**config.mk**
```make
export PLATFORM = sky130hd
export DESIGN_NAME = frc_fifo
export DESIGN_NICKNAME = d
export VERILOG_FILES = /design/src/shared/frc_pkg.sv /design/src/frc_fifo.sv
export SDC_FILE = /design/constraint.sdc
export NUM_CORES = 1
export LEC_CHECK = 0
export ABC_AREA = 1
export BUFFER_PORTS_ARGS = -buffer_cell sky130_fd_sc_hd__buf_2
export CAP_MARGIN = 15
export CORE_ASPECT_RATIO = 1.1
export CORE_MARGIN = 5
export CORE_UTILIZATION = 55
export DETAILED_ROUTE_END_ITERATION = 10
export MAX_ROUTING_LAYER = met4
export PLACE_DENSITY = 0.77
export SYNTH_ARGS = -nofsm -noshare
export SYNTH_HDL_FRONTEND = slang
export SYNTH_SLANG_ARGS = --single-unit
```
**constraint.sdc**
```tcl
create_clock -name CLK_SYS -period 12.3 [get_ports CLK_SYS]
set_clock_uncertainty 0.05 [all_clocks]
set_input_delay 3.075 -clock CLK_SYS [delete_from_list [all_inputs] [get_ports CLK_SYS]]
set_output_delay 3.075 -clock CLK_SYS [all_outputs]
set_load 0.005 [all_outputs]
```
**src/shared/frc_pkg.sv**
```systemverilog
// Purpose: constants shared by the reset-controlled shift-register fifo
// Assumes: one system clock, AXI4-Lite register access
// Notes:   offsets are byte addresses of aligned 32-bit words
package frc_pkg;
    // register byte offsets
    localparam logic [7:0] OFF_CTRL   = 8'h00;
    localparam logic [7:0] OFF_PFULL  = 8'h04;
    localparam logic [7:0] OFF_PEMPTY = 8'h08;
    localparam logic [7:0] OFF_STATUS = 8'h0c;
    localparam logic [7:0] OFF_EVENTS = 8'h10;
    // control fields
    localparam int CTRL_SOFT_RST = 0;
    // status fields
    localparam int ST_EMPTY  = 0;
    localparam int ST_FULL   = 1;
    localparam int ST_AEMPTY = 2;
    localparam int ST_AFULL  = 3;
    localparam int ST_PEMPTY = 4;
    localparam int ST_PFULL  = 5;
    localparam int ST_IN_RST = 6;
    localparam int ST_COUNT  = 8;
    // sticky event fields
    localparam int EV_OVF = 0;
    localparam int EV_UNF = 1;
    // reset sequencing
    localparam int SYNC_STAGES = 3;
    localparam int PRIM_STAGES = 5;
    // axi responses
    localparam logic [1:0] RESP_OKAY   = 2'h0;
    localparam logic [1:0] RESP_SLVERR = 2'h2;
    // memory kinds and reset modes
    typedef enum logic [1:0] {
        MEM_SHIFT = 2'b00,
        MEM_BLOCK = 2'b01,
        MEM_DIST  = 2'b10,
        MEM_PRIM  = 2'b11
    } frc_mem_type;
    typedef enum logic [1:0] {
        RST_NONE  = 2'b00,
        RST_ASYNC = 2'b01,
        RST_SYNC  = 2'b10
    } frc_rst_type;
endpackage : frc_pkg

```
**src/frc_fifo.sv**
```systemverilog
// Purpose: common-clock fifo with selectable reset behaviour
// Assumes: all inputs synchronous to CLK_SYS except FIFO_RST
// Notes:   read side is standard mode, data one cycle after RD_EN
// Operation
// - one up/down counter drives all flags
// - reset clears counters, outputs, memory
// - async reset release synchronised per domain
// - read while empty raises underflow
// - write while full raises overflow
// - full flags reset value is selectable
// - reset rising edge starts internal reset
// - reset assertion acts without any clock
// - synchronisation ends three cycles later
// - reset shows empty, zero count, inactive strobes
// - full flags one in reset, zero at power-up
// - full flags clear three cycles after release
// - zero option keeps full flags low
// - primitive variant stretches reset five cycles
// - primitive reset: not full, empty
// - primitive keeps last read data
// - primitive dout reset only with output register
// - sync reset offered for all listed memories
// - sync reset clears on the clock edge
// - each signal valid in its own domain
`timescale 1ns/10ps
module frc_fifo #(
    parameter int                   DW           = 8,
    parameter int                   DEPTH        = 16,
    parameter frc_pkg::frc_mem_type MEM_KIND     = frc_pkg::MEM_SHIFT,
    parameter frc_pkg::frc_rst_type RST_MODE     = frc_pkg::RST_ASYNC,
    parameter bit                   FULL_RST_ONE = 1'b1,
    parameter bit                   EMB_OUT_REG  = 1'b0,
    parameter bit                   VALID_LOW    = 1'b0,
    parameter bit                   ACK_LOW      = 1'b0,
    parameter logic [DW-1:0]        DOUT_RST_VAL = '0
) (
    input  wire logic          CLK_SYS,
    input  wire logic          RESET_N,
    input  wire logic          FIFO_RST,
    input  wire logic          FIFO_SRST,
    input  wire logic          WR_EN,
    input  wire logic [DW-1:0] DIN,
    output logic               FULL,
    output logic               ALMOST_FULL,
    output logic               PROG_FULL,
    output logic               WR_ACK,
    output logic               OVERFLOW,
    input  wire logic          RD_EN,
    output logic [DW-1:0]      DOUT,
    output logic               EMPTY,
    output logic               ALMOST_EMPTY,
    output logic               PROG_EMPTY,
    output logic               VALID,
    output logic               UNDERFLOW,
    output logic [7:0]         DATA_COUNT,
    input  wire logic [7:0]    S_AXI_AWADDR,
    input  wire logic          S_AXI_AWVALID,
    output logic               S_AXI_AWREADY,
    input  wire logic [31:0]   S_AXI_WDATA,
    input  wire logic [3:0]    S_AXI_WSTRB,
    input  wire logic          S_AXI_WVALID,
    output logic               S_AXI_WREADY,
    output logic [1:0]         S_AXI_BRESP,
    output logic               S_AXI_BVALID,
    input  wire logic          S_AXI_BREADY,
    input  wire logic [7:0]    S_AXI_ARADDR,
    input  wire logic          S_AXI_ARVALID,
    output logic               S_AXI_ARREADY,
    output logic [31:0]        S_AXI_RDATA,
    output logic [1:0]         S_AXI_RRESP,
    output logic               S_AXI_RVALID,
    input  wire logic          S_AXI_RREADY
);
    localparam int CW = $clog2(DEPTH + 1);
    localparam int LAST = (MEM_KIND == frc_pkg::MEM_PRIM) ?
                          frc_pkg::PRIM_STAGES - 1 : frc_pkg::SYNC_STAGES - 1;
    localparam logic [CW-1:0] CNT_FULL = CW'(DEPTH);
    localparam logic [CW-1:0] CNT_ONE  = CW'(1);
    localparam bit PRIM = (MEM_KIND == frc_pkg::MEM_PRIM);
    // the primitive only resets dout with its output register
    localparam bit DOUT_RST_OK = !PRIM || EMB_OUT_REG;

    // refused at elaboration: the counter and status word assume these bounds
    if (DEPTH < 2 || CW > 8 || DW < 1 || DW > 32) begin : g_bad_size
        $error("frc_fifo: unsupported width or depth");
    end
    // a disabled reset pin only suits block or distributed memory
    if (RST_MODE == frc_pkg::RST_NONE && MEM_KIND != frc_pkg::MEM_BLOCK
        && MEM_KIND != frc_pkg::MEM_DIST) begin : g_bad_reset
        $error("frc_fifo: reset may only be omitted for ram memories");
    end

    // asynchronous reset path: pin level enters only as a reset
    wire logic arst_n = RESET_N &
        !(RST_MODE == frc_pkg::RST_ASYNC && FIFO_RST);

    logic [frc_pkg::PRIM_STAGES-1:0] rst_pipe;
    logic                            por;
    logic                            soft_rst;

    // release chain; only tap LAST is looked at, which is the last tap only for the primitive
    always_ff @(posedge CLK_SYS or negedge arst_n) begin
        if (!arst_n) begin
            rst_pipe <= '1;
        end else begin
            rst_pipe <= {rst_pipe[frc_pkg::PRIM_STAGES-2:0], 1'b0};
        end
    end

    wire logic in_rst = rst_pipe[LAST];
    // power-on state is told apart so full flags start low
    always_ff @(posedge CLK_SYS or negedge RESET_N) begin
        if (!RESET_N) begin
            por <= 1'b1;
        end else if (!in_rst) begin
            por <= 1'b0;
        end
    end

    wire logic srst_hit = (RST_MODE == frc_pkg::RST_SYNC) && FIFO_SRST;
    // sync reset needs no extra stages on a single clock
    wire logic clr = in_rst || srst_hit || soft_rst;

    // storage and the single occupancy counter
    logic [DW-1:0] mem [DEPTH];
    logic [CW-1:0] cnt;
    logic [DW-1:0] dout_q;
    logic          valid_q;
    logic          ack_q;
    logic          ovf_q;
    logic          unf_q;

    wire logic cnt_full  = (cnt == CNT_FULL);
    wire logic cnt_empty = (cnt == '0);
    wire logic push      = WR_EN && !cnt_full && !clr;
    wire logic pop       = RD_EN && !cnt_empty && !clr;
    wire logic [CW-1:0] rd_idx = cnt - CNT_ONE;

    logic [CW-1:0] next_cnt;
    always_comb begin
        next_cnt = cnt;
        if (push && !pop) begin
            next_cnt = cnt + CNT_ONE;
        end else if (pop && !push) begin
            next_cnt = cnt - CNT_ONE;
        end
    end

    always_ff @(posedge CLK_SYS or negedge arst_n) begin
        if (!arst_n) begin
            cnt <= '0;
            for (int i = 0; i < DEPTH; i++) begin
                mem[i] <= '0;
            end
        end else if (clr) begin
            cnt <= '0;
            for (int i = 0; i < DEPTH; i++) begin
                mem[i] <= '0;
            end
        end else begin
            cnt <= next_cnt;
            if (push) begin
                mem[0] <= DIN;
                for (int i = 1; i < DEPTH; i++) begin
                    mem[i] <= mem[i-1];
                end
            end
        end
    end

    // strobes and error pulses follow the request by one cycle
    always_ff @(posedge CLK_SYS or negedge arst_n) begin
        if (!arst_n) begin
            valid_q <= 1'b0;
            ack_q   <= 1'b0;
            ovf_q   <= 1'b0;
            unf_q   <= 1'b0;
        end else begin
            valid_q <= pop;
            ack_q   <= push;
            ovf_q   <= WR_EN && cnt_full && !clr;
            unf_q   <= RD_EN && cnt_empty && !clr;
        end
    end

    // dout survives a fifo reset in the primitive variant without its output register
    always_ff @(posedge CLK_SYS or negedge RESET_N) begin
        if (!RESET_N) begin
            dout_q <= PRIM ? '0 : DOUT_RST_VAL;
        end else if (clr && DOUT_RST_OK) begin
            dout_q <= DOUT_RST_VAL;
        end else if (pop) begin
            dout_q <= mem[rd_idx[$clog2(DEPTH)-1:0]];
        end
    end

    // full-type flags forced high only outside power-up
    wire logic force_full = in_rst && !por && FULL_RST_ONE && !PRIM
                            && RST_MODE == frc_pkg::RST_ASYNC;

    logic [CW-1:0] pf_thresh;
    logic [CW-1:0] pe_thresh;

    assign FULL         = force_full || cnt_full;
    assign ALMOST_FULL  = force_full || (cnt >= CNT_FULL - CNT_ONE);
    // a zero threshold must not raise prog full while in reset
    assign PROG_FULL    = force_full || (!in_rst && cnt >= pf_thresh);
    assign EMPTY        = cnt_empty;
    assign ALMOST_EMPTY = (cnt <= CNT_ONE);
    assign PROG_EMPTY   = (cnt <= pe_thresh);
    assign DATA_COUNT   = 8'(cnt);
    assign DOUT         = dout_q;
    assign VALID        = valid_q ^ VALID_LOW;
    assign WR_ACK       = ack_q ^ ACK_LOW;
    assign OVERFLOW     = ovf_q;
    assign UNDERFLOW    = unf_q;

    // register slave: address and data may arrive in either order
    logic          aw_held;
    logic          w_held;
    logic [7:0]    aw_addr;
    logic [31:0]   w_data;
    logic [3:0]    w_strb;
    logic          bvalid;
    logic [1:0]    bresp;
    logic          rvalid;
    logic [31:0]   rdata;
    logic [1:0]    rresp;
    logic [1:0]    events;

    function automatic logic mapped(input logic [7:0] a);
        mapped = (a == frc_pkg::OFF_CTRL) || (a == frc_pkg::OFF_PFULL) ||
                 (a == frc_pkg::OFF_PEMPTY) || (a == frc_pkg::OFF_STATUS) ||
                 (a == frc_pkg::OFF_EVENTS);
    endfunction : mapped

    assign S_AXI_AWREADY = !aw_held && !bvalid;
    assign S_AXI_WREADY  = !w_held && !bvalid;
    assign S_AXI_ARREADY = !rvalid;
    assign S_AXI_BVALID  = bvalid;
    assign S_AXI_BRESP   = bresp;
    assign S_AXI_RVALID  = rvalid;
    assign S_AXI_RDATA   = rdata;
    assign S_AXI_RRESP   = rresp;

    wire logic do_wr = aw_held && w_held;
    wire logic wr_lo = do_wr && w_strb[0];
    wire logic wr_ctrl = wr_lo && aw_addr == frc_pkg::OFF_CTRL;
    wire logic wr_ev   = wr_lo && aw_addr == frc_pkg::OFF_EVENTS;

    wire logic [31:0] status_word =
        (32'(cnt) << frc_pkg::ST_COUNT) |
        (32'(in_rst) << frc_pkg::ST_IN_RST) |
        (32'(PROG_FULL) << frc_pkg::ST_PFULL) |
        (32'(PROG_EMPTY) << frc_pkg::ST_PEMPTY) |
        (32'(ALMOST_FULL) << frc_pkg::ST_AFULL) |
        (32'(ALMOST_EMPTY) << frc_pkg::ST_AEMPTY) |
        (32'(FULL) << frc_pkg::ST_FULL) |
        (32'(EMPTY) << frc_pkg::ST_EMPTY);

    logic [31:0] rd_word;
    always_comb begin
        rd_word = '0;
        unique case (S_AXI_ARADDR)
            frc_pkg::OFF_PFULL:  rd_word = 32'(pf_thresh);
            frc_pkg::OFF_PEMPTY: rd_word = 32'(pe_thresh);
            frc_pkg::OFF_STATUS: rd_word = status_word;
            frc_pkg::OFF_EVENTS: rd_word = 32'(events);
            default:             rd_word = '0;
        endcase
    end

    // events: hardware set wins over a same-cycle software clear
    wire logic [1:0] ev_set = {unf_q, ovf_q};
    wire logic [1:0] ev_clr = wr_ev ? w_data[1:0] : 2'b00;

    always_ff @(posedge CLK_SYS or negedge RESET_N) begin
        if (!RESET_N) begin
            aw_held   <= 1'b0;
            w_held    <= 1'b0;
            aw_addr   <= '0;
            w_data    <= '0;
            w_strb    <= '0;
            bvalid    <= 1'b0;
            bresp     <= frc_pkg::RESP_OKAY;
            rvalid    <= 1'b0;
            rdata     <= '0;
            rresp     <= frc_pkg::RESP_OKAY;
            soft_rst  <= 1'b0;
            pf_thresh <= CNT_FULL - CNT_ONE;
            pe_thresh <= CNT_ONE;
            events    <= '0;
        end else begin
            if (S_AXI_AWVALID && S_AXI_AWREADY) begin
                aw_held <= 1'b1;
                aw_addr <= S_AXI_AWADDR;
            end
            if (S_AXI_WVALID && S_AXI_WREADY) begin
                w_held <= 1'b1;
                w_data <= S_AXI_WDATA;
                w_strb <= S_AXI_WSTRB;
            end
            if (do_wr) begin
                aw_held <= 1'b0;
                w_held  <= 1'b0;
                bvalid  <= 1'b1;
                bresp   <= mapped(aw_addr) ? frc_pkg::RESP_OKAY : frc_pkg::RESP_SLVERR;
            end else if (bvalid && S_AXI_BREADY) begin
                bvalid <= 1'b0;
            end
            soft_rst <= wr_ctrl && w_data[frc_pkg::CTRL_SOFT_RST];
            if (wr_lo && aw_addr == frc_pkg::OFF_PFULL) begin
                pf_thresh <= w_data[CW-1:0];
            end
            if (wr_lo && aw_addr == frc_pkg::OFF_PEMPTY) begin
                pe_thresh <= w_data[CW-1:0];
            end
            events <= (events & ~ev_clr) | ev_set;
            if (S_AXI_ARVALID && S_AXI_ARREADY) begin
                rvalid <= 1'b1;
                rdata  <= rd_word;
                rresp  <= mapped(S_AXI_ARADDR) ? frc_pkg::RESP_OKAY : frc_pkg::RESP_SLVERR;
            end else if (rvalid && S_AXI_RREADY) begin
                rvalid <= 1'b0;
            end
        end
    end

    // checks next to the logic they guard
    a_count_step: assert property (@(posedge CLK_SYS) disable iff (!arst_n)
        !clr && !srst_hit |=> (cnt == $past(next_cnt)))
        else $error("occupancy counter stepped wrongly");

    a_underflow_flag: assert property (@(posedge CLK_SYS) disable iff (!arst_n)
        RD_EN && EMPTY && !clr |=> UNDERFLOW)
        else $error("underflow missing on empty read");

    a_overflow_flag: assert property (@(posedge CLK_SYS) disable iff (!arst_n)
        WR_EN && cnt_full && !clr |=> OVERFLOW &&
        (cnt == ($past(pop) ? CNT_FULL - CNT_ONE : CNT_FULL)))
        else $error("overflow missing on full write");

    a_release_three: assert property (@(posedge CLK_SYS) disable iff (!RESET_N)
        !PRIM && RST_MODE == frc_pkg::RST_ASYNC && $fell(FIFO_RST)
        |-> in_rst [*3] ##1 !in_rst)
        else $error("reset release not three cycles");

    a_stretch_five: assert property (@(posedge CLK_SYS) disable iff (!RESET_N)
        PRIM && RST_MODE == frc_pkg::RST_ASYNC && $fell(FIFO_RST)
        |-> in_rst [*5] ##1 !in_rst)
        else $error("primitive reset not stretched five");

    a_reset_state: assert property (@(posedge CLK_SYS) disable iff (!RESET_N)
        in_rst |-> EMPTY && PROG_EMPTY && DATA_COUNT == 8'h00 && VALID == VALID_LOW)
        else $error("reset output state wrong");

    a_full_one: assert property (@(posedge CLK_SYS) disable iff (!RESET_N)
        FULL_RST_ONE && !PRIM && RST_MODE == frc_pkg::RST_ASYNC && in_rst && !por
        |-> FULL && ALMOST_FULL && PROG_FULL)
        else $error("full flags not high during reset");

    a_full_zero: assert property (@(posedge CLK_SYS) disable iff (!RESET_N)
        (!FULL_RST_ONE || PRIM || por) && in_rst |-> !FULL && !PROG_FULL)
        else $error("full flags not low during reset");

    a_sync_clear: assert property (@(posedge CLK_SYS) disable iff (!arst_n)
        srst_hit || soft_rst |=> cnt == '0 && VALID == VALID_LOW && WR_ACK == ACK_LOW)
        else $error("sync reset did not clear on the edge");

    a_async_now: assert property (@(posedge CLK_SYS) disable iff (!RESET_N)
        RST_MODE == frc_pkg::RST_ASYNC && FIFO_RST |-> cnt == '0 && in_rst)
        else $error("async reset did not act at once");

endmodule : frc_fifo

```
==> key figures, run 1 <==
Run status
  • Status: completed

Routing
  • Total vias in the final route: around 7700
  • WL final: ~22000 um
  • Iter 0 DRT Violations: between 500 and 600
  • Avg Vias per Cell: between 5 and 6
  • Drc violations: 0
  • TritonRoute pass-1 iters: 5
  • Post-DR wirelength/cell: between 15 and 20 um
  • Routed Antenna Nets: 0

Cells and area
  • Nets@finish: ~1300
  • Share of post-route cells with drive strength above 1: 0.211
  • Reg area: around 0.0049 mm^2
  • Layout Utilization: 0.615
  • Most common cell after layout, fill and taps aside: nand2_1
  • Layout overhead on the synthesized area: 9.50%
  • Layout fillers: between 1500 and 2000
  • Most frequent cells in the layout: nand2_1 (258), dfrtp_1 (184), inv_1 (171), nand3_1 (145), o22ai_2 (90)
  • Diode count: 0
  • Multi-input combinational cell area: 0.00402 mm^2

Setup path
  • WP data required: 9.17 ns
  • Data arrival, critical path: between 2 and 2.5 ns
  • Worst Reg-to-Reg Cells: 11
  • Crit path kind: flop to primary output
  • Worst Setup End Kind: primary output
  • Critical Path Start Type: flop
  • Worst-path fanout max: 70
  • R2R setup slack: between 8 and 9 ns

Power and ir drop
  • Int Pwr: 0.00131 W
  • Net Sw Power: about 0.00093 W
  • Power Density: ~200 mW/mm^2
  • Clock Power Share: 0.259
  • Comb pwr share: 0.400
  • Seq pwr share: 0.341
  • LEAKAGE: 4.91 nW
  • Worst vdd ir: approximately 0.15 mV
  • Sw Share: 0.414

Floorplan
  • Die width: around 140 um
  • Core ar.: 0.0178 mm^2
  • FP Rows: slightly above 50
  • Starting Density: 0.561
  • Die height: approximately 150 um
  • Ports: about 140
  • Area of the die: ~0.021 mm^2

Synthesis
  • Yosys warns: 0
  • Mapped Cells: 1115
  • Post-Syn Area: 0.00999 mm^2
  • Synth top area share: 0.463
  • Syn Area/Cell: between 8 and 9 um^2
  • Yosys reg bits: between 150 and 200
  • Synth area leaders: dfrtp_1 (46%), o22ai_2 (11%), nand2_1 (9.7%), nand3_1 (7.3%), inv_1 (6.4%)
  • Fraction of the yosys area taken by sequential cells: 0.487
  • Post-synth top area cell: dfrtp_1
  • Number of distinct library cells after synthesis: 36

Global routing
  • First-pass GRT wire length: 37000 um
  • Overall Global Routing Usage: 0.223
  • Vias in the first global route: around 7600
  • Overflow after GRT: 0
  • Initial antenna violation count: 0
  • Largest net degree at the start of global routing: around 120

Placed design
  • DP Wirelength: roughly 13000 um
  • Number of port buffers: 81
  • GPL Wtd Cong: 0.863

Timing
  • Worst-Margin Slew: ~1.2 ns
  • Max-slew violation count: 0
  • Final hold viol count: 0
  • Slew headroom: 0.208
  • Setup TNS: 0 ns
  • RSZ-0062 raised after global routing: no
  • Max frequency: ~180 MHz
  • Setup Viol. Count Final: 0
  • Final Cycle Share: 0.456
  • Final min period: roughly 5.6 ns

Clocking
  • Clk root buf: clkbuf_16
  • Clock Sinks: around 190
  • Cts hold-fix bufs: 0
  • Post-CTS setup buffer count: 0
  • Clk buf depth: 2
  • Worst-Skew Late Latency: between 0.4 and 0.5 ns
  • # H-tree levels: 4
  • CTS Buf Count: 17
  • Resized cells post-CTS: 0
  • CTS tree: built
  • Clock-pin slew on the worst setup and hold paths: around 0.07 ns

Worst hold path
  • Worst Hold Class: flop to flop
  • Hold depth: 0

Run
  • Max Cap Viol: 0
[cells by family after synthesis]
logic type,count (synthesis),share of synthesized area
mux,5,0.00563
xor+xnor,4,0.00501
fa+ha+maj,15,0.0188
compound gates,179,0.161
other cells,1,0.000375
simple gates,455,0.199
buf+inv,262,0.124
flops,194,0.487
[final timing paths]
check	startpoint	to
max	cnt[0]	ALMOST_FULL
min	rst_pipe[1]	rst_pipe[2]
max reg2reg	cnt[0]	cnt[2]
min reg2reg	rst_pipe[1]	rst_pipe[2]
max in group asynchronous	RESET_N	mem[64]
min in group asynchronous	RESET_N	S_AXI_RRESP[1]
[critical path: stages, from the launching register on]
cell and delay, ns:
dfrtp_2 0.38, buf_4 0.64, ha_1 0.31, nand2_1 0.06
nor2_1 0.12, ha_1 0.15, nor2_1 0.04, o211ai_1 0.16
buf_2 0.18
[power groups by stage]
stage | combinational, W | clock [W] | sequential (W)
final | 0.000896 | 0.000581 | 0.000763
after global routing | 0.000995 | 0.000618 | 0.000771
after CTS | 0.000892 | 0.000587 | 0.000762
after detailed placement | 0.000879 | 0 | 0.000774
after global placement | 0.000866 | 0 | 0.000772
after floorplan | 0.000650 | 0 | 0.000756
[layer usage]
| metal | global-route usage | routed length [um] | part of all wire | vias up |
|---|---|---|---|---|
| met4 | 0.0647 | 345 | 0.016 | 0 |
| li1 | - | - | - | 3677 |
| met5 | - | 0 | 0 | - |
| met2 | 0.361 | 10700 | 0.48 | 222 |
| met3 | 0.0474 | 1210 | 0.055 | 32 |
| met1 | 0.288 | 9830 | 0.45 | 3726 |
[cell usage after synthesis]
library cell	n
xor2_1	1
a21oi_2	1
xnor2_1	1
inv_2	9
buf_4	37
dfstp_2	9
nand3_4	1
buf_2	18
nand3_1	145
nor2_8	1
dfrtp_1	185
o21ai_1	15
o22ai_1	23
o21ai_0	35
clkinv_2	1
clkbuf_1	13
or2_2	1
nor4_2	1
nand2_1	258
buf_6	12
clkinv_1	1
o22ai_2	90
nand3_2	1
conb_1	1
a21oi_1	13
xor2_2	1
nor3_1	5
nand2_4	3
xnor2_2	1
nand4_1	4
nor2_1	31
o211ai_1	2
ha_1	15
inv_1	171
nand2_2	4
mux2_2	5
[through the flow]
step,power [W],cells,hold slack (ns),worst slack [ns],cell area [um^2]
detailed placement,0.00165,1386,0.297,6.54,10300
CTS,0.00224,1418,0.301,6.68,10900
global placement,0.00164,1386,0.295,6.58,10300
global route,0.00238,1418,0.306,6.51,10900
floorplan,0.00141,1140,0.295,0.801,10100
finish,0.00224,1418,0.300,6.69,10900
[cell type report]
type	count	share of cell area
timing repair buffer	88	0.0418
sequential	194	0.445
multi-input combinational	684	0.367
clock inverter	12	0.0154
clock buffer	20	0.0408
inverter	182	0.0625
tap	238	0.0272
[sequential cells by signal, indices dropped and copies added (netlist names), 2 cells and up]
| name | count |
|---|---|
| DOUT | 8 |
| S_AXI_RDATA | 12 |
| aw_addr | 8 |
| cnt | 5 |
| events | 2 |
| mem | 128 |
| pe_thresh | 5 |
| pf_thresh | 5 |
| rst_pipe | 3 |
| w_data | 5 |
Note: power is estimated with default switching activity, not from simulation.
==> inputs of run 2 (changes only) <==
Settings changed: ABC_AREA 1 to 0, PLACE_DENSITY 0.77 to 0.78.
Clock period 12.3 ns to 5.8 ns, I/O delays scaled along.
==> key figures, run 2 <==
Power and ir drop
  • Seq pwr share: 0.421 (was 0.341)
  • Comb pwr share: 0.256 (was 0.400)
  • Worst vdd ir: 0.257 mV (was 0.147 mV)
  • Power Density: 384 mW/mm^2 (was 205 mW/mm^2)
  • LEAKAGE: 4.75 nW (was 4.91 nW)
  • Sw Share: 0.320 (was 0.414)
  • Clock Power Share: 0.323 (was 0.259)
  • Int Pwr: 0.00260 W (was 0.00131 W)
  • Pwr Total: 0.00383 W (was 0.00224 W)
  • Net Sw Power: 0.00122 W (was 0.000928 W)

Setup path
  • Worst-path fanout max: 11 (was 70)
  • Worst Reg-to-Reg Cells: 6 (was 11)
  • R2R setup slack: 2.68 ns (was 8.82 ns)
  • Worst Setup End Kind: primary output (unchanged)
  • RR Startpoint: cnt[0] (unchanged)
  • Highest-delay cell along the critical path: or4_1 (was buf_4)
  • Crit path largest cell delay: 0.57 ns (was 0.64 ns)
  • Capturing point of the worst reg2reg path: mem[39] (was cnt[2])
  • WP data required: 4.30 ns (was 9.17 ns)
  • Critical path buffer and inverter count: 1 (was 2)
  • Crit path kind: flop to primary output (unchanged)
  • Data arrival, critical path: 2.33 ns (was 2.48 ns)
  • CP top delay family: simple AND/OR/NAND/NOR gates (was buffers and inverters)
  • Critical Path Start Type: flop (unchanged)
  • Top cell by count, worst path: ha_1
  • CP cell instances: ha_1 > and3_1 > ha_1 > or4_1 > buf_2 (was buf_4 > ha_1 > nand2_1 > nor2_1 > ha_1 > nor2_1 > o211ai_1 > buf_2)

Clocking
  • CTS Buf Count: 17 (unchanged)
  • # H-tree levels: 4 (unchanged)
  • Resized cells post-CTS: 0 (unchanged)
  • Worst-Skew Late Latency: 0.43 ns (about the same)
  • CTS tree: built (unchanged)
  • Post-CTS setup buffer count: 0 (unchanged)
  • Clock-pin slew on the worst setup and hold paths: 0.07 ns (about the same)
  • Clk root buf: clkbuf_16 (unchanged)
  • Cts hold-fix bufs: 0 (unchanged)
  • Clock Sinks: 194 (unchanged)
  • Clk buf depth: 2 (unchanged)

Timing
  • Setup TNS: 0 ns (unchanged)
  • Final hold viol count: 0 (unchanged)
  • Slew headroom: 0.281 (was 0.208)
  • Worst-Margin Slew: 1.08 ns (was 1.19 ns)
  • RSZ-0062 raised after global routing: no (unchanged)
  • Max-slew violation count: 0 (unchanged)
  • Final min period: 3.83 ns
  • Max frequency: between 200 and 300 MHz
  • Setup Viol. Count Final: 0 (unchanged)
  • Final Cycle Share: 0.661

Worst hold path
  • Hold_sp: rst_pipe[0] (was rst_pipe[1])
  • Min-Delay Endpoint: rst_pipe[1] (was rst_pipe[2])
  • Worst Hold Class: flop to flop (unchanged)
  • Hold depth: 0 (unchanged)

Synthesis
  • Synth top area share: 0.522 (was 0.463)
  • Yosys warns: 0 (unchanged)
  • Mapped Cells: 657 (was 1115)
  • Post-synth top area cell: dfrtp_1 (unchanged)
  • Number of distinct library cells after synthesis: 55 (was 36)
  • EDFF count, synth: 0 (unchanged)
  • Synth area leaders: dfrtp_1 (52%), a22o_1 (13%), mux4_2 (8.1%), mux2_2 (3.6%), dfstp_2 (2.7%) (was dfrtp_1 (46%), o22ai_2 (11%), nand2_1 (9.7%), nand3_1 (7.3%), inv_1 (6.4%))
  • Predominant post-synthesis flop cell: dfrtp_1 (unchanged)
  • Most frequent cell after synthesis: dfrtp_1 (was nand2_1)
  • Syn Area/Cell: 13.5 um^2 (was 8.96 um^2)
  • Fraction of the yosys area taken by sequential cells: 0.548 (was 0.487)
  • Post-Syn Area: 0.00887 mm^2 (was 0.00999 mm^2)
  • Yosys reg bits: 194 (unchanged)
  • Async S/R FF share, synth: 1.00 (unchanged)
  • Synth top cells by count: dfrtp_1 (185), a22o_1 (135), mux4_2 (32) (was nand2_1 (258), dfrtp_1 (185), inv_1 (171))

Routing
  • Routed Antenna Nets: 0 (unchanged)
  • Total vias in the final route: 5841 (was 7657)
  • TritonRoute pass-1 iters: 5 (unchanged)
  • WL final: 19000 um (was 22100 um)
  • Avg Vias per Cell: 6.27 (was 5.40)
  • Drc violations: 0 (unchanged)
  • Post-DR wirelength/cell: 20.4 um (was 15.6 um)
  • Iter 0 DRT Violations: 588 (was 592)

Cells and area
  • Layout fillers: 1183 (was 1540)
  • Nets@finish: 804 (was 1253)
  • Largest register FFs: 128 (unchanged)
  • Layout overhead on the synthesized area: 12.2% (was 9.50%)
  • Top reg by flops: mem (unchanged)
  • Most frequent cells in the layout: dfrtp_1 (184), a22o_1 (135), buf_2 (81), mux4_2 (32), mux2_2 (28) (was nand2_1 (258), dfrtp_1 (184), inv_1 (171), nand3_1 (145), o22ai_2 (90))
  • Share of post-route cells with drive strength above 1: 0.278 (was 0.211)
  • Diode count: 0 (unchanged)
  • Most common cell after layout, fill and taps aside: dfrtp_1 (was nand2_1)

Placed design
  • GPL Wtd Cong: 0.953 (was 0.863)
  • DP Wirelength: 12000 um (was 13400 um)
  • Number of port buffers: 81 (unchanged)

Global routing
  • Overall Global Routing Usage: 0.216 (was 0.223)
  • Vias in the first global route: 6023 (was 7564)
  • Initial antenna violation count: 0 (unchanged)
  • Overflow after GRT: 0 (unchanged)
  • Largest net degree at the start of global routing: 129 (was 124)
  • First-pass GRT wire length: 31800 um (was 37000 um)

Run
  • Max Cap Viol: 0 (unchanged)

Floorplan
  • Starting Density: 0.562 (was 0.561)
  • Core ar.: 0.0158 mm^2 (was 0.0178 mm^2)
  • Die height: 143 um (was 151 um)
  • FP Rows: 48 (was 51)
  • Ports: 138 (unchanged)
  • Area of the die: 0.0188 mm^2 (was 0.0210 mm^2)
  • Die width: 131 um (was 139 um)

Run status
  • Status: completed (unchanged)
[run 2: cell types whose count changed after synthesis, sizes merged, moves of 8 or more]
cell,before,now
a21o,0,14
nor2,32,15
nand3,147,9
mux2i,0,19
mux2,5,28
buf,67,59
inv,180,18
a22o,0,135
nand2,265,15
o21ai,50,12
mux4,0,32
o22ai,113,9
[run 2: per-layer routing]
layer  track usage  routed length (um)  vias to the layer above  part of all wire
met3        0.0578                1110                       45             0.058
met5             -                   0                        -                 0
met1         0.273                8110                     3008              0.43
met2         0.341                9340                      211              0.49
li1              -                   -                     2577                 -
met4        0.0760                 461                        0             0.024
[run 2: worst max-delay path by stage]
stage,from,end,slack (ns),depth (start not counted)
after global placement,RESET_N,cnt[0],2.36,4
after detailed placement,RESET_N,cnt[0],2.24,4
after floorplan,RESET_N,OVERFLOW,1.53,1
after CTS,cnt[0],PROG_FULL,1.93,7
final,cnt[1],ALMOST_FULL,1.97,5
after global routing,cnt[0],PROG_FULL,1.73,7
[run 2: area by class of cell]
cell class	count	area, um^2	area share
timing repair buffer	89	523	0.0525
tap	200	250	0.0251
sequential	194	4870	0.489
inverter	19	72.6	0.00729
multi-input combinational	397	3620	0.364
clock inverter	10	146	0.0147
clock buffer	22	474	0.0476
[run 2: metrics by stage]
step / hold slack [ns] / instance area (um^2) / util / instances / setup slack (ns)
floorplan: 0.295 / 8970 / - / 682 / 1.53
finish: 0.306 / 9960 / 0.630 / 931 / 1.97
global placement: 0.295 / 9290 / 0.588 / 897 / 2.36
CTS: 0.307 / 9910 / 0.627 / 929 / 1.93
global route: 0.312 / 9960 / 0.630 / 931 / 1.73
detailed placement: 0.297 / 9290 / 0.588 / 897 / 2.24
[run 2: power groups by stage]
stage,Clock [W],Sequential (W),Combinational (W)
after floorplan,0,0.00157,0.000782
after global placement,0,0.00162,0.000940
after detailed placement,0,0.00164,0.000966
after CTS,0.00125,0.00161,0.000975
after global routing,0.00131,0.00164,0.00107
final,0.00124,0.00161,0.000978
[run 2: kinds of logic (layout without fill, tap and decap cells)]
logic type                 after synthesis  in the layout  synth area share
and+or+nand+nor                         74             74            0.0488
adders and majority gates               15             15            0.0212
DFF                                    194            194             0.548
muxes                                   79             79             0.138
other                                    1             26          0.000423
AOI/OAI and AO/OA                      199            199             0.180
xor gates and xnor gates                 4              4           0.00606
buffers and inverters                   91            140            0.0570
==> inputs of run 3 (changes only) <==
Settings changed: ABC_AREA 0 to 1, CORE_UTILIZATION 55 to 52, PLACE_DENSITY 0.78 to 0.76.
Clock period 5.8 ns to 3.4 ns, I/O delays scaled along.
==> key figures, run 3 (synthesis results as in run 1) <==
Run status
  • Status: completed (unchanged)

Placed design
  • Placed Area: 0.0104 mm^2 (was 0.00929 mm^2)
  • DP Wirelength: 13500 um (was 12000 um)
  • Inst Count DP: 1400 (was 897)
  • GPL Wtd Cong: 0.866 (was 0.953)
  • Number of port buffers: 81 (unchanged)

Timing
  • Setup TNS: 0 ns (unchanged)
  • RSZ-0062 raised after global routing: no (unchanged)
  • Worst-Margin Slew: 1.14 ns (was 1.08 ns)
  • Max-slew violation count: 0 (unchanged)
  • Final min period: approximately 3 ns
  • Max frequency: between 300 and 400 MHz
  • Slew headroom: 0.236 (was 0.281)
  • Final hold viol count: 0 (unchanged)
  • Setup Viol. Count Final: 0 (unchanged)
  • Final Cycle Share: 0.898
  • Hold slack: 0.306 ns (about the same)

Global routing
  • Largest net degree at the start of global routing: 79 (was 129)
  • Overall Global Routing Usage: 0.206 (was 0.216)
  • Overflow after GRT: 0 (unchanged)
  • First-pass GRT wire length: 36100 um (was 31800 um)
  • Vias in the first global route: 7421 (was 6023)
  • Initial antenna violation count: 0 (unchanged)

Setup path
  • WP data required: 2.50 ns (was 4.30 ns)
  • Critical path buffer and inverter count: 2 (was 1)
  • Critical Path Start Type: flop (unchanged)
  • Worst Setup End Kind: primary output (unchanged)
  • Data arrival, critical path: 2.15 ns (was 2.33 ns)
  • Highest-delay cell along the critical path: dfrtp_1 (was or4_1)
  • CP cell instances: ha_1 > a21oi_1 > or2_2 > nand3_1 > nand2_1 > inv_1 > buf_2 (was ha_1 > and3_1 > ha_1 > or4_1 > buf_2)
  • Crit path kind: flop to primary output (unchanged)
  • Worst-path fanout max: 12 (was 11)
  • Crit path largest cell delay: 0.79 ns (was 0.57 ns)
  • CP top delay family: flip-flops (was simple AND/OR/NAND/NOR gates)
  • R2R setup slack: 0.77 ns (was 2.68 ns)

Clocking
  • CTS Buf Count: 17 (unchanged)
  • Worst-Skew Late Latency: 0.43 ns (about the same)
  • Clock-pin slew on the worst setup and hold paths: 0.07 ns (about the same)
  • Post-CTS setup buffer count: 0 (unchanged)
  • Clk buf depth: 2 (unchanged)
  • CTS tree: built (unchanged)
  • Cts hold-fix bufs: 0 (unchanged)
  • # H-tree levels: 4 (unchanged)
  • Clk root buf: clkbuf_16 (unchanged)
  • Resized cells post-CTS: 0 (unchanged)
  • Clock Sinks: 194 (unchanged)

Routing
  • Iter 0 DRT Violations: 490 (was 588)
  • Routed Antenna Nets: 0 (unchanged)
  • TritonRoute pass-1 iters: 5 (unchanged)
  • Drc violations: 0 (unchanged)
  • Post-DR wirelength/cell: 15.1 um (was 20.4 um)
  • Avg Vias per Cell: 5.26 (was 6.27)
  • WL final: 21600 um (was 19000 um)
  • Total vias in the final route: 7526 (was 5841)

Cells and area
  • Top reg by flops: mem (unchanged)
  • Reg area: 0.00487 mm^2 (unchanged)
  • Layout overhead on the synthesized area: 10.2% (was 12.2%)
  • Layout Utilization: 0.579 (was 0.630)
  • Most frequent cells in the layout: nand2_1 (258), dfrtp_1 (184), inv_1 (170), nand3_1 (145), o22ai_2 (90) (was dfrtp_1 (184), a22o_1 (135), buf_2 (81), mux4_2 (32), mux2_2 (28))
  • Share of post-route cells with drive strength above 1: 0.215 (was 0.278)
  • Multi-input combinational cell area: 0.00402 mm^2 (was 0.00362 mm^2)
  • Final instance area: 0.0110 mm^2 (was 0.00996 mm^2)
  • Nets@finish: 1258 (was 804)
  • Most common cell after layout, fill and taps aside: nand2_1 (was dfrtp_1)
  • Largest register FFs: 128 (unchanged)
  • Finished Layout Cells: 1432 (was 931)
  • Layout fillers: 1693 (was 1183)
  • Diode count: 0 (unchanged)

Worst hold path
  • Worst Hold Class: flop to flop (unchanged)

Floorplan
  • Starting Density: 0.525 (was 0.562)
  • Ports: 138 (unchanged)
  • Core ar.: 0.0190 mm^2 (was 0.0158 mm^2)
  • Die height: 155 um (was 143 um)
  • Die width: 142 um (was 131 um)
  • Area of the die: 0.0221 mm^2 (was 0.0188 mm^2)
  • FP Rows: 53 (was 48)

Power and ir drop
  • Worst vdd ir: 0.525 mV (was 0.257 mV)
  • LEAKAGE: 4.94 nW (was 4.75 nW)
  • Power Density: 724 mW/mm^2 (was 384 mW/mm^2)

Run
  • Max Cap Viol: 0 (unchanged)
## run 3: cell types whose count changed in the layout (fill, tap and decap cells not counted), sizes merged, moves of 4 or more
cell   change
mux2      -23
a21o      -14
inv      +166
mux2i     -19
nand2    +250
nand3    +138
o31ai      -5
a22o     -135
o21ai     +38
nor2      +17
mux4      -32
or4        -4
buf        +4
o22ai    +104
## run 3: per-stage QoR
step	total power (W)	worst slack, ns
2_1_floorplan	0.00509	-0.230
3_3_place_gp	0.00598	0.784
3_5_place_dp	0.00603	0.773
4_1_cts	0.00803	0.328
5_1_grt	0.00853	0.203
6_report	0.00797	0.346
## run 3: layout make-up
type	instances	area share
sequential	194	0.442
multi-input combinational	684	0.365
inverter	182	0.0633
timing repair buffer	93	0.0484
clock buffer	20	0.0405
tap	247	0.0281
clock inverter	12	0.0128
## run 3: report_power, final
group	switching, W	total (W)	internal (W)
clock	0.000926	0.00199	0.00106
sequential	0.000224	0.00277	0.00254
combinational	0.00219	0.00322	0.00103
## run 3: worst paths after layout
check | from | end | depth (start not counted)
max in group asynchronous | RESET_N | aw_addr[7] | 2
min in group asynchronous | FIFO_RST | mem[10] | 3
max | cnt[2] | PROG_FULL | 7
min | rst_pipe[1] | rst_pipe[2] | 0
min reg2reg | rst_pipe[1] | rst_pipe[2] | 0
max reg2reg | cnt[0] | cnt[4] | 9
## run 3: metal layers
metal / GRT usage / vias to the layer above / wire length, um / part of all wire
li1: - / 3688 / - / -
met1: 0.268 / 3639 / 9550 / 0.44
met2: 0.338 / 178 / 10700 / 0.49
met3: 0.0366 / 21 / 1180 / 0.054
met4: 0.0498 / 0 / 223 / 0.010
met5: - / - / 0 / 0
